`config.mk`:
```
export PLATFORM = sky130hd
export DESIGN_NAME = t8woc_top
export DESIGN_NICKNAME = d
export VERILOG_FILES = /design/src/design/t8woc_pkg.sv /design/src/design/t8woc_top.sv
export VERILOG_INCLUDE_DIRS = /design/src /design/src/design
export SDC_FILE = /design/constraint.sdc
export NUM_CORES = 1
export LEC_CHECK = 0
export BUFFER_PORTS_ARGS = -buffer_cell sky130_fd_sc_hd__buf_2
export CORE_UTILIZATION = 55
export CTS_BUF_LIST = sky130_fd_sc_hd__clkbuf_2
export CTS_CLUSTER_SIZE = 16
export DETAILED_ROUTE_END_ITERATION = 8
export PLACE_DENSITY = 0.78
export SYNTH_ARGS = -nofsm -noshare
export SYNTH_HDL_FRONTEND = slang
export SYNTH_SLANG_ARGS = --single-unit
export TNS_END_PERCENT = 1
```
`constraint.sdc`:
```
create_clock -name SYS_CLK -period 7.5 [get_ports SYS_CLK]
set_input_delay 0.375 -clock SYS_CLK [delete_from_list [all_inputs] [get_ports SYS_CLK]]
set_output_delay 0.375 -clock SYS_CLK [all_outputs]
set_load 0.03 [all_outputs]
```
`src/design/t8woc_regs.svh`:
```
// Purpose: Register offsets, field positions and fixed values of the waveform output control.
// Assumes: Byte-wide register port with an 8-bit address.
// Notes:   Definitions only; included by bare name.
`ifndef T8WOC_REGS_SVH
`define T8WOC_REGS_SVH

// Register offsets
`define T8WOC_OFS_CTRL_A    8'h24
`define T8WOC_OFS_CTRL_B    8'h25
`define T8WOC_OFS_COUNT     8'h26
`define T8WOC_OFS_CMP_A     8'h27
`define T8WOC_OFS_CMP_B     8'h28
`define T8WOC_OFS_FLAGS     8'h35

// Control A field positions
`define T8WOC_COM_A_HI      7
`define T8WOC_COM_A_LO      6
`define T8WOC_COM_B_HI      5
`define T8WOC_COM_B_LO      4
`define T8WOC_WGM_LOW_HI    1
`define T8WOC_WGM_LOW_LO    0

// Control B field position of the mode high bit
`define T8WOC_WGM_HIGH_BIT  3

// Flag register field positions
`define T8WOC_FLAG_OVF      0
`define T8WOC_FLAG_A        1
`define T8WOC_FLAG_B        2

// Fixed values
`define T8WOC_RESET_BYTE    8'h00
`define T8WOC_MAX           8'hFF
`define T8WOC_BOTTOM        8'h00
`define T8WOC_ONE           8'h01

`endif

```
`src/design/t8woc_pkg.sv`:
```
// Purpose: Types shared by the waveform output control.
// Assumes: Nothing beyond SystemVerilog packages.
// Notes:   Numeric offsets live in t8woc_regs.svh.
package t8woc_pkg;

  // Register port request from software
  typedef struct packed {
    logic [7:0] addr;
    logic [7:0] wdata;
    logic wr;
    logic rd;
  } t8woc_req_t;

  // Count sequence class decoded from the three mode bits
  typedef enum logic [2:0] {
    T8WOC_CLS_NORMAL = 3'b000,
    T8WOC_CLS_PHASE = 3'b001,
    T8WOC_CLS_CTC = 3'b010,
    T8WOC_CLS_FAST = 3'b011,
    T8WOC_CLS_RSVD = 3'b100
  } t8woc_cls_t;

  // Sticky event flags
  typedef struct packed {
    logic match_b;
    logic match_a;
    logic ovf;
  } t8woc_flags_t;

endpackage

```
`src/design/t8woc_top.sv`:
```
// What this block does
// - Counter synchronous; tick is only enable
// - Nonzero output mode overrides pin function, reserved selections excepted
// - Channel A non-PWM: off/toggle/clear/set
// - Channel A fast PWM modes incl toggle
// - Channel A phase correct modes incl toggle
// - Fast PWM A compare at TOP: bottom action
// - Phase PWM A compare at TOP: top action
// - Channel B non-PWM: off/toggle/clear/set
// - Channel B fast PWM; mode one reserved
// - Channel B phase PWM; mode one reserved
// - Channel B compare at TOP special case
// - Control bits three, two read zero
// - Three mode bits select count sequence
// - Mode encodings and TOP sources
// - Compare update immediate or buffered
// - Overflow flag timing per mode
// - Compare flags set on match
// - Compare A TOP match clears counter in CTC and fast PWM
// - Flags cleared by ack or one
// - Fast PWM counts to TOP, then clears
// - Phase PWM turns at TOP, one tick
//
// Purpose: 8-bit timer with two compare channels and waveform outputs.
// Assumes: SYS_CLK is the I/O clock; TICK_EN comes from a prescaler on the same clock.
// Notes:   Read data appear in the cycle after the read strobe.
//
// The address-and-strobe port was decided locally.
`timescale 1ns/1ns
`include "t8woc_regs.svh"

module t8woc_top
  import t8woc_pkg::*;
(
  input wire logic SYS_CLK,
  input wire logic RST,
  input wire t8woc_req_t REG_REQ,
  output logic [7:0] REG_RDATA,
  input wire logic TICK_EN,
  input wire logic ACK_OVF,
  input wire logic ACK_A,
  input wire logic ACK_B,
  output logic CHAN_A_WAVE_OUT,
  output logic CHAN_A_OVERRIDE,
  output logic CHAN_B_WAVE_OUT,
  output logic CHAN_B_OVERRIDE,
  output t8woc_flags_t FLAGS,
  output logic [7:0] COUNT_VALUE
);

  // Next waveform level of one channel for the current cycle
  function automatic logic wave_next(
    input logic [1:0] com,
    input t8woc_cls_t cls,
    input logic tog_ok,
    input logic match,
    input logic ocr_top,
    input logic bot_evt,
    input logic top_evt,
    input logic eff_up,
    input logic cur
  );
    logic nxt;
    nxt = cur;
    case (cls)
      // Non-PWM: toggle, clear or set on a match
      T8WOC_CLS_NORMAL, T8WOC_CLS_CTC:
      begin
        if (match)
        begin
          case (com)
            2'b01: nxt = ~cur;
            2'b10: nxt = 1'b0;
            2'b11: nxt = 1'b1;
            default: nxt = cur;
          endcase
        end
      end
      // Single slope: match sets level, bottom restores it
      T8WOC_CLS_FAST:
      begin
        if (com == 2'b01)
        begin
          if (tog_ok && match)
            nxt = ~cur;
        end
        else if (com[1])
        begin
          if (match && !ocr_top)
            nxt = com[0];
          if (bot_evt)
            nxt = ~com[0];
        end
      end
      // Dual slope: direction chooses the level at a match
      T8WOC_CLS_PHASE:
      begin
        if (com == 2'b01)
        begin
          if (tog_ok && match)
            nxt = ~cur;
        end
        else if (com[1])
        begin
          if (match && !ocr_top)
            nxt = eff_up ? com[0] : ~com[0];
          if (top_evt && ocr_top)
            nxt = ~com[0];
        end
      end
      default: nxt = cur;
    endcase
    return nxt;
  endfunction

  // Software visible control fields
  logic [1:0] com_a_r;
  logic [1:0] com_b_r;
  logic [1:0] wgm_low_r;
  logic wgm_high_r;
  // Counter, direction and compare-block after a counter write
  logic [7:0] count_r;
  logic [7:0] count_nxt;
  logic up_r;
  logic up_nxt;
  logic block_r;
  // Compare buffers written by software and active copies
  logic [7:0] cmp_a_buf_r;
  logic [7:0] cmp_b_buf_r;
  logic [7:0] cmp_a_act_r;
  logic [7:0] cmp_b_act_r;
  // Output registers
  logic wave_a_r;
  logic wave_b_r;
  logic ovr_a_r;
  logic ovr_b_r;
  t8woc_flags_t flags_r;
  t8woc_flags_t flags_nxt;
  logic [7:0] rdata_r;

  // Register decode
  wire wr_ctrl_a = REG_REQ.wr && (REG_REQ.addr == `T8WOC_OFS_CTRL_A);
  wire wr_ctrl_b = REG_REQ.wr && (REG_REQ.addr == `T8WOC_OFS_CTRL_B);
  wire wr_count = REG_REQ.wr && (REG_REQ.addr == `T8WOC_OFS_COUNT);
  wire wr_cmp_a = REG_REQ.wr && (REG_REQ.addr == `T8WOC_OFS_CMP_A);
  wire wr_cmp_b = REG_REQ.wr && (REG_REQ.addr == `T8WOC_OFS_CMP_B);
  wire wr_flags = REG_REQ.wr && (REG_REQ.addr == `T8WOC_OFS_FLAGS);

  // Mode decode from the three mode bits
  // three mode bits
  wire [2:0] mode = {wgm_high_r, wgm_low_r};
  wire t8woc_cls_t cls = (mode == 3'd0) ? T8WOC_CLS_NORMAL :
                         (mode == 3'd1 || mode == 3'd5) ? T8WOC_CLS_PHASE :
                         (mode == 3'd2) ? T8WOC_CLS_CTC :
                         (mode == 3'd3 || mode == 3'd7) ? T8WOC_CLS_FAST :
                         T8WOC_CLS_RSVD;
  wire is_pwm = (cls == T8WOC_CLS_PHASE) || (cls == T8WOC_CLS_FAST);

  // Effective compare values
  // immediate or buffered
  wire [7:0] cmp_a_eff = is_pwm ? cmp_a_act_r : cmp_a_buf_r;
  wire [7:0] cmp_b_eff = is_pwm ? cmp_b_act_r : cmp_b_buf_r;

  // TOP value: fixed maximum or compare A
  // TOP source
  wire top_from_a = (mode == 3'd2) || (mode == 3'd5) || (mode == 3'd7);
  wire [7:0] top_v = top_from_a ? cmp_a_eff : `T8WOC_MAX;
  wire at_top = (count_r == top_v);
  wire at_bottom = (count_r == `T8WOC_BOTTOM);

  // Events qualified by the timer tick
  // enabled ticks only
  wire match_a = TICK_EN && !block_r && (count_r == cmp_a_eff);
  wire match_b = TICK_EN && !block_r && (count_r == cmp_b_eff);
  wire fast_bot_evt = TICK_EN && (cls == T8WOC_CLS_FAST) && at_top;
  wire pc_top_evt = TICK_EN && (cls == T8WOC_CLS_PHASE) && at_top;
  // Phase correct: bottom counts as up-counting
  wire eff_up = up_r || at_bottom;

  // Overflow event per mode
  // overflow timing
  wire ovf_evt = TICK_EN && (
      ((mode == 3'd0 || mode == 3'd2 || mode == 3'd3 || cls == T8WOC_CLS_RSVD)
        && (count_r == `T8WOC_MAX))
      || ((cls == T8WOC_CLS_PHASE) && at_bottom && !up_r)
      || ((mode == 3'd7) && at_top));

  // Pin override decode; reserved selections stay disconnected
  // pin override
  wire ovr_a_nxt = (com_a_r != 2'b00) && (cls != T8WOC_CLS_RSVD)
                   && !(is_pwm && (com_a_r == 2'b01) && !wgm_high_r);
  wire ovr_b_nxt = (com_b_r != 2'b00) && (cls != T8WOC_CLS_RSVD)
                   && !(is_pwm && (com_b_r == 2'b01));

  // Waveform next levels
  // A non-PWM actions
  wire wave_a_nxt = wave_next(com_a_r, cls, wgm_high_r, match_a, cmp_a_eff == top_v,
                              fast_bot_evt, pc_top_evt, eff_up, wave_a_r);
  wire wave_b_nxt = wave_next(com_b_r, cls, 1'b0, match_b, cmp_b_eff == top_v,
                              fast_bot_evt, pc_top_evt, eff_up, wave_b_r);

  // Read multiplexer
  // unused bits zero
  wire [7:0] rd_mux =
      (REG_REQ.addr == `T8WOC_OFS_CTRL_A) ? {com_a_r, com_b_r, 2'b00, wgm_low_r} :
      (REG_REQ.addr == `T8WOC_OFS_CTRL_B) ? {4'h0, wgm_high_r, 3'b000} :
      (REG_REQ.addr == `T8WOC_OFS_COUNT) ? count_r :
      (REG_REQ.addr == `T8WOC_OFS_CMP_A) ? cmp_a_buf_r :
      (REG_REQ.addr == `T8WOC_OFS_CMP_B) ? cmp_b_buf_r :
      (REG_REQ.addr == `T8WOC_OFS_FLAGS) ? {5'h00, flags_r} :
      8'h00;

  // Counter sequence for the current class
  // tick as enable
  always_comb
  begin
    count_nxt = count_r;
    up_nxt = up_r;
    if (TICK_EN)
    begin
      case (cls)
        T8WOC_CLS_CTC, T8WOC_CLS_FAST:
        begin
          count_nxt = at_top ? `T8WOC_BOTTOM : count_r + `T8WOC_ONE;
          up_nxt = 1'b1;
        end
        T8WOC_CLS_PHASE:
        begin
          if (up_r)
          begin
            count_nxt = at_top ? count_r - `T8WOC_ONE : count_r + `T8WOC_ONE;
            up_nxt = !at_top;
          end
          else
          begin
            count_nxt = at_bottom ? count_r + `T8WOC_ONE : count_r - `T8WOC_ONE;
            up_nxt = at_bottom;
          end
        end
        default:
        begin
          count_nxt = count_r + `T8WOC_ONE;
          up_nxt = 1'b1;
        end
      endcase
    end
    // Software write wins over the tick
    if (wr_count)
      count_nxt = REG_REQ.wdata;
  end

  // Flag update: hardware set wins over any clear
  // compare flags
  always_comb
  begin
    flags_nxt = flags_r;
    if (ACK_OVF || (wr_flags && REG_REQ.wdata[`T8WOC_FLAG_OVF]))
      flags_nxt.ovf = 1'b0;
    if (ACK_A || (wr_flags && REG_REQ.wdata[`T8WOC_FLAG_A]))
      flags_nxt.match_a = 1'b0;
    if (ACK_B || (wr_flags && REG_REQ.wdata[`T8WOC_FLAG_B]))
      flags_nxt.match_b = 1'b0;
    if (ovf_evt)
      flags_nxt.ovf = 1'b1;
    if (match_a)
      flags_nxt.match_a = 1'b1;
    if (match_b)
      flags_nxt.match_b = 1'b1;
  end

  // Control fields
  always_ff @(posedge SYS_CLK)
  begin
    if (RST)
    begin
      com_a_r <= 2'b00;
      com_b_r <= 2'b00;
      wgm_low_r <= 2'b00;
      wgm_high_r <= 1'b0;
    end
    else
    begin
      if (wr_ctrl_a)
      begin
        com_a_r <= REG_REQ.wdata[`T8WOC_COM_A_HI:`T8WOC_COM_A_LO];
        com_b_r <= REG_REQ.wdata[`T8WOC_COM_B_HI:`T8WOC_COM_B_LO];
        wgm_low_r <= REG_REQ.wdata[`T8WOC_WGM_LOW_HI:`T8WOC_WGM_LOW_LO];
      end
      if (wr_ctrl_b)
        wgm_high_r <= REG_REQ.wdata[`T8WOC_WGM_HIGH_BIT];
    end
  end

  // Counter, direction and match blocking after a counter write
  always_ff @(posedge SYS_CLK)
  begin
    if (RST)
    begin
      count_r <= `T8WOC_RESET_BYTE;
      up_r <= 1'b1;
      block_r <= 1'b0;
    end
    else
    begin
      count_r <= count_nxt;
      up_r <= up_nxt;
      // Block holds until the next tick
      block_r <= wr_count || (block_r && !TICK_EN);
    end
  end

  // Compare buffers and their active copies
  // update point
  always_ff @(posedge SYS_CLK)
  begin
    if (RST)
    begin
      cmp_a_buf_r <= `T8WOC_RESET_BYTE;
      cmp_b_buf_r <= `T8WOC_RESET_BYTE;
      cmp_a_act_r <= `T8WOC_RESET_BYTE;
      cmp_b_act_r <= `T8WOC_RESET_BYTE;
    end
    else
    begin
      if (wr_cmp_a)
        cmp_a_buf_r <= REG_REQ.wdata;
      if (wr_cmp_b)
        cmp_b_buf_r <= REG_REQ.wdata;
      // Load at TOP (both PWM kinds turn or wrap there) or track buffer
      if (!is_pwm || (TICK_EN && at_top))
      begin
        cmp_a_act_r <= cmp_a_buf_r;
        cmp_b_act_r <= cmp_b_buf_r;
      end
    end
  end

  // Waveform levels, pin overrides and flags
  always_ff @(posedge SYS_CLK)
  begin
    if (RST)
    begin
      wave_a_r <= 1'b0;
      wave_b_r <= 1'b0;
      ovr_a_r <= 1'b0;
      ovr_b_r <= 1'b0;
      flags_r <= '0;
    end
    else
    begin
      wave_a_r <= wave_a_nxt;
      wave_b_r <= wave_b_nxt;
      ovr_a_r <= ovr_a_nxt;
      ovr_b_r <= ovr_b_nxt;
      flags_r <= flags_nxt;
    end
  end

  // Read data register, valid only in the cycle after the strobe
  always_ff @(posedge SYS_CLK)
  begin
    if (RST)
      rdata_r <= 8'h00;
    else
      rdata_r <= REG_REQ.rd ? rd_mux : 8'h00;
  end

  // Outputs straight from flip-flops
  assign REG_RDATA = rdata_r;
  assign CHAN_A_WAVE_OUT = wave_a_r;
  assign CHAN_B_WAVE_OUT = wave_b_r;
  assign CHAN_A_OVERRIDE = ovr_a_r;
  assign CHAN_B_OVERRIDE = ovr_b_r;
  assign FLAGS = flags_r;
  assign COUNT_VALUE = count_r;

endmodule // t8woc_top

```
## Word level (Yosys, flattened, before mapping)

Cells that the tools add are included.

- Register bits after elaboration: 64
- Latch bits: 0
- Bits in writable memories: 0
- Bits in read-only memories: 0
- Input bits: 24
- Logic and storage cells: 201
- Memories: 0

- $add $sub $neg: 2
- $mul: 0
- Divide/modulo/power cells: 0
- Order comparisons: 0
- Equal/unequal tests: 42
- Shifts and indexed selects: 0
- Mux-type cells: 53
- Bitwise logic cells: 5
- Reductions and logical operators: 78

Operator list:

| operator | count |
|---|---|
| $mux W8 | 14 |
| $eq A8 B6 Y1 const B | 6 |
| $eq A8 B8 Y1 | 5 |
| $logic_and A1 B1 Y1 | 35 |
| $mux W1 | 29 |
| $logic_or A1 B1 Y1 | 16 |
| $pmux W8 S2 | 1 |
| $mux W3 | 5 |
| $eq A3 B2 Y1 const B | 4 |
| $ne A2 B2 Y1 const B | 6 |
| $ne A4 B2 Y1 const B | 3 |
| $pmux W1 S3 | 4 |
| $reduce_bool A2 Y1 | 6 |
| $logic_not A1 Y1 | 10 |
| $eq A3 B3 Y1 const B | 3 |
| $ne A3 B2 Y1 const B | 3 |
| $reduce_and A9 Y1 | 1 |
| $add A8 B1 Y8 const B | 1 |
| $eq A2 B2 Y1 const B | 4 |
| $eq A8 B8 Y1 const B | 1 |
| $logic_not A8 Y1 | 1 |
| $sub A8 B1 Y8 const B | 1 |
| $reduce_and A7 Y1 | 1 |
| $eq A3 B1 Y1 const B | 2 |
| other kinds (10) | 18 |

## Longest topological paths before layout

- Depth after elaboration: 18
- Gate-level depth with buffers: 13
- Mapped depth without buffers: 8

## Least setup slack after synthesis

OpenSTA, ideal clock, no wires.

- Path kind: register -> register
- Start: reg wgm_high_r
- End: reg count_r[2], in the netlist COUNT_VALUE[2]
- Data arrival time: 2.733 ns
- Data required time: 7.421 ns
- Slack: 4.688 ns
- Stages on the path, launching flop included: 11
- Path buffers: 2
- Period minus slack after synthesis: 2.812 ns
- Path through: dfxtp_1 > buf_6 > or3b_1 > buf_6 > o22ai_2 > xnor2_1 > a2111oi_4 > a31o_4 > mux2i_1 > or4b_2 > o211ai_1

- Cells in the longest elaborated chain, start to end: 16

Ends and longest elaborated chain:

| item | RTL line | text |
|---|---|---|
| from (decl) | t8woc_top.sv:120 | `logic wgm_high_r;` |
| from (signal assigned) | t8woc_top.sv:290 | `` wgm_high_r <= REG_REQ.wdata[`T8WOC_WGM_HIGH_BIT]; `` |
| $eq A3 B2 Y1 or $eq A3 B3 Y1 (tied branches) | t8woc_top.sv:155, t8woc_top.sv:166 |  |
| $logic_or A1 B1 Y1 | t8woc_top.sv:155 | `(mode == 3'd3 \|\| mode == 3'd7) ? T8WOC_CLS_FAST :` |
| $mux W3 | t8woc_top.sv:155 |  |
| $mux W3 | t8woc_top.sv:154 | `(mode == 3'd2) ? T8WOC_CLS_CTC :` |
| $mux W3 | t8woc_top.sv:153 | `(mode == 3'd1 \|\| mode == 3'd5) ? T8WOC_CLS_PHASE :` |
| $mux W3 | t8woc_top.sv:152 | `wire t8woc_cls_t cls = (mode == 3'd0) ? T8WOC_CLS_NORMAL :` |
| $eq A3 B1 Y1 or $eq A3 B2 Y1 (tied branches) | t8woc_top.sv:157, t8woc_top.sv:221 |  |
| $logic_or A1 B1 Y1 | t8woc_top.sv:157 | `wire is_pwm = (cls == T8WOC_CLS_PHASE) \|\| (cls == T8WOC_CLS_FAST);` |
| $mux W8 | t8woc_top.sv:161 | `wire [7:0] cmp_a_eff = is_pwm ? cmp_a_act_r : cmp_a_buf_r;` |
| $mux W8 (no source line) | -- |  |
| $eq A8 B8 Y1 | t8woc_top.sv:168 | `wire at_top = (count_r == top_v);` |
| $mux W8 (no source line) | -- |  |
| $mux W8 | t8woc_top.sv:229 | `if (up_r)` |
| $pmux W8 S2 * | t8woc_top.sv:221 | `case (cls)` |
| $mux W8 * | t8woc_top.sv:219 | `if (TICK_EN)` |
| $mux W8 * | t8woc_top.sv:248 | `if (wr_count)` |
| to (signal assigned) | t8woc_top.sv:299 | `` count_r <= `T8WOC_RESET_BYTE; `` |
| to (signal assigned) | t8woc_top.sv:305 | `count_r <= count_nxt;` |
| to (decl) | t8woc_top.sv:122 | `logic [7:0] count_r;` |

Every way passes the cells marked *; elsewhere a longest branch is shown, timed or not. The select of a mux whose other input is x is not followed.
A chain may end at the register's enable or synchronous reset.

## Final worst setup path

- Start: reg wgm_low_r[0]
- End: reg wave_b_r, in the netlist CHAN_B_WAVE_OUT

- Cells in the longest elaborated chain, start to end: 17

Ends and longest elaborated chain:

| item | RTL line | text |
|---|---|---|
| from (decl) | t8woc_top.sv:119 | `logic [1:0] wgm_low_r;` |
| from (signal assigned) | t8woc_top.sv:287 | `` wgm_low_r <= REG_REQ.wdata[`T8WOC_WGM_LOW_HI:`T8WOC_WGM_LOW_LO]; `` |
| $eq A3 B2 Y1 or $eq A3 B3 Y1 (tied branches) | t8woc_top.sv:155, t8woc_top.sv:166 |  |
| $logic_or A1 B1 Y1 | t8woc_top.sv:155 |  |
| $mux W3 | t8woc_top.sv:155 |  |
| $mux W3 | t8woc_top.sv:154 |  |
| $mux W3 | t8woc_top.sv:153 |  |
| $mux W3 | t8woc_top.sv:152 |  |
| $eq A3 B1 Y1 or $eq A3 B2 Y1 (tied branches) | -- |  |
| $logic_or A1 B1 Y1 | t8woc_top.sv:157 |  |
| $mux W8 | t8woc_top.sv:161 |  |
| $mux W8 (no source line) | -- |  |
| $eq A8 B8 Y1 | t8woc_top.sv:168 |  |
| $logic_and A1 B1 Y1 | t8woc_top.sv:176 | `wire pc_top_evt = TICK_EN && (cls == T8WOC_CLS_PHASE) && at_top;` |
| $logic_and A1 B1 Y1 | t8woc_top.sv:107 | `if (top_evt && ocr_top)` |
| $mux W1 | t8woc_top.sv:107 |  |
| $mux W1 | t8woc_top.sv:103 | `else if (com[1])` |
| $mux W1 | t8woc_top.sv:98 | `if (com == 2'b01)` |
| $pmux W1 S3 | t8woc_top.sv:65 | `case (cls)` |
| to (signal assigned) | t8woc_top.sv:352 | `wave_b_r <= wave_b_nxt;` |
| to (decl) | t8woc_top.sv:134 | `logic wave_b_r;` |

Parallel ways exist; a longest one is shown, timed or not. The select of a mux whose other input is x is not followed.

==> flow_summary.json <==
{
  "timing.final.crit_share": 0.504,
  "final_core_util": 0.620,
  "synth_cell_count_leaders": "nand2_1, dfxtp_1, nor2_1",
  "postSynth.topFlopCell": "dfxtp_1",
  "number_of_nets_still_failing_antenna_checks_after_routing": 0,
  "synth-seq-area-share": 0.298,
  "yosysWarnings": 0,
  "clock_path_buffers": 2,
  "global_route_wire_length_before_repair_um": 21600,
  "critPathKind": "flip-flop to flip-flop",
  "power.ir.vdd_worst_uv": 114,
  "cts-buffers-inserted": 9,
  "buffer_ports.inserted": 46,
  "async_reset_ff_frac": 0,
  "number_of_enable_type_register_cells_in_the_synthesized_netlist": 0,
  "fin_tns_setup_ns": 0,
  "nFillCells": 678,
  "clock_pin_slew_worst_setup_and_hold_paths_ns": 0.19,
  "power.static_leakage_uw": 0.00164,
  "coreArea_mm2": 0.00741,
  "holdPathStages": 3,
  "avgSynthCellArea_um2": 7.68,
  "max_cap_violations": 0,
  "gp_routability_congestion": 0.969,
  "final-max-slew-violation-count": 0,
  "dpl.hpwl_um": 9880,
  "first_iter_violations": 540,
  "multi_input_area_mm2": 0.00276,
  "number_of_hold_violations_in_the_final_report": 0,
  "timing.fmax_mhz": 265,
  "timing.critical_path.arrival_ns": 4.19,
  "insertion_delay_ns": 0.54,
  "run_status": "finished, violations left",
  "number_of_cells_on_the_worst_reg_to_reg_path": 9,
  "layout_overhead_on_the_synthesized_area_pct": 6.87,
  "power_density_mw_per_mm2": 140,
  "synth.cell_area_mm2": 0.00430,
  "finalSetupViolCount": 0,
  "cp-startpoint": "wgm_low_r[0]",
  "biggest_area_contributors_in_the_synthesized_netlist": "dfxtp_1, mux2i_1, nand2_1, a21oi_1, nand3_1",
  "min_period_ns": 3.78,
  "num_antenna_cells": 0,
  "cts-root-buf": "clkbuf_2",
  "first_global_vias": 3999,
  "ctsResizeCount": 0,
  "tightestPinTransition_ns": 1.08,
  "timing.rr.end": "CHAN_B_WAVE_OUT",
  "die-area_mm2": 0.00818,
  "count_leader_synth": "nand2_1",
  "gr-total-overflow": 0,
  "layout.area.seq_mm2": 0.00128,
  "worst_slew_margin_rel": 0.278,
  "postRouteWirelength_um": 13900,
  "whs_endpoint": "FLAGS[2]",
  "timing.rr.start": "wgm_low_r[0]",
  "synth.largest_area_cell": "dfxtp_1",
  "core.rowCount": 31,
  "grt_max_degree": 59,
  "via_per_inst": 6.61,
  "chipHeight_um": 90.4,
  "synth_cell_type_count": 70,
  "synth_largest_type_area_fraction": 0.298,
  "crit_path_start_kind": "flip-flop",
  "total_routing_usage_reported_by_global_routing": 0.338,
  "drc": 2,
  "tritoncts_clock_tree": "built",
  "num-nets-final": 614,
  "timing.critical_path.to_type": "flip-flop",
  "drive_above_1_share": 0.134,
  "hold_path.class": "primary input to flip-flop",
  "drt_wl_cell_um": 20.2,
  "rsz0062_at_grt": "no",
  "tritoncts_num_sinks": 64,
  "antenna_violations_before_repair": 0,
  "design.portCount": 47,
  "route.vias.total": 4550,
  "timing.critical_path.required_ns": 7.91,
  "synth-seq-cells": 64,
  "timing.critical_path.fanout_max": 53,
  "floorplan.die.width_um": 90.4,
  "worst_hold_startpoint": "ACK_B",
  "cts-htree-levels": 3,
  "postCtsHoldBufs": 0,
  "synth_cells": 560,
  "syn-num-nets": 590,
  "dr.pass1.iters": 9,
  "post-cts-setup-buffer-count": 0,
  "worst-r2r-setup-slack_ns": 3.72,
  "failed_checks": "DRC",
  "initial_core_util": 0.580,
  "clock_skew_ns": 0.0448
}
-- state kept, by name (all words and copies together), names as in the netlist --
register / count
CHAN_A_WAVE_OUT: 1
up_r: 1
cmp_a_act_r: 8
FLAGS: 3
wgm_high_r: 1
COUNT_VALUE: 8
block_r: 1
CHAN_B_OVERRIDE: 1
CHAN_B_WAVE_OUT: 1
wgm_low_r: 2
CHAN_A_OVERRIDE: 1
cmp_b_buf_r: 8
cmp_a_buf_r: 8
com_b_r: 2
REG_RDATA: 8
cmp_b_act_r: 8
com_a_r: 2
-- logic make-up after synthesis --
logic type	Yosys count	synth area share
AND/OR/NAND/NOR	236	0.272
AO/OA/AOI/OAI	137	0.216
flip-flops	64	0.298
buffers and inverters	56	0.0614
multiplexers	34	0.0803
XOR/XNOR	27	0.0550
adder cells (fa/ha/maj)	6	0.0175
-- through the flow --
step                      std cells  area [µm²]  power [µW]  setup slack (ns)  hold WS, ns
after global placement          672        4490         430              4.01        0.461
after global routing            688        4600         661              3.38        0.117
after floorplan                 560        4300         406              4.69        0.440
after CTS                       688        4600         640              3.83        0.129
final                           688        4600         642              3.72        0.130
after detailed placement        672        4490         432              3.87        0.462
-- placed cells by master (no fill, tap or decap), types with 3 or more instances in the layout --
| master | n |
|---|---|
| nor2b_1 | 6 |
| inv_1 | 17 |
| nand2b_1 | 6 |
| xor2_1 | 4 |
| nor3_1 | 13 |
| o221ai_1 | 6 |
| a21oi_1 | 45 |
| nand2_1 | 66 |
| dfxtp_1 | 63 |
| xnor2_1 | 23 |
| and3_1 | 3 |
| o211ai_1 | 5 |
| nor2_1 | 54 |
| clkbuf_2 | 10 |
| mux2i_1 | 32 |
| nand4_1 | 11 |
| or4b_2 | 3 |
| ha_1 | 6 |
| a32oi_1 | 5 |
| nand3_1 | 44 |
| nor4_1 | 5 |
| nand4b_1 | 3 |
| a221oi_1 | 4 |
| o21bai_1 | 3 |
| buf_2 | 46 |
| a31oi_1 | 3 |
| or3_1 | 5 |
| a211oi_1 | 3 |
| a22oi_1 | 3 |
| or4_1 | 3 |
| o21ai_0 | 27 |
| o22ai_1 | 5 |
| a211o_1 | 4 |
| clkinv_1 | 5 |
-- power breakdown --
part | switching (µW) | total [µW] | internal (µW)
clock network | 138 | 215 | 76.6
logic | 50.0 | 75.8 | 25.7
registers | 8.12 | 352 | 344
total | 196 | 642 | 446
-- critical path: stages, from the launching register on --
cell and delay, ns:
dfxtp_2 0.35, buf_4 0.49, mux2i_1 0.30, a22oi_1 0.26, nand2_1 0.22, a2111oi_4 0.62, nand2_1 0.61, xnor2_1 0.28
and3_1 0.21, o311a_1 0.32
-- area by class of cell --
| cell class | instances | share of cell area |
|---|---|---|
| Sequential cell | 64 | 0.279 |
| Inverter | 21 | 0.0172 |
| Timing Repair Buffer | 48 | 0.0534 |
| Tap cell | 99 | 0.0270 |
| Clock buffer | 10 | 0.0109 |
| Multi-Input combinational cell | 440 | 0.600 |
| Clock inverter | 6 | 0.0131 |
-- metal layers --
metal	up-vias	track usage	part of all wire
met4	0	0.121	0.036
met5	-	0	0
met3	48	0.0657	0.10
met1	2129	0.458	0.41
met2	287	0.534	0.46
li1	2086	-	-
-- worst max-delay path by stage --
stage,end,slack (ns),depth (start not counted)
after CTS,CHAN_B_WAVE_OUT,3.83,9
after global routing,CHAN_B_WAVE_OUT,3.38,9
after floorplan,COUNT_VALUE[2],4.69,10
after global placement,CHAN_B_WAVE_OUT,4.01,9
final,CHAN_B_WAVE_OUT,3.72,9
after detailed placement,CHAN_B_WAVE_OUT,3.87,9
Power figures use the tool's default switching activity.
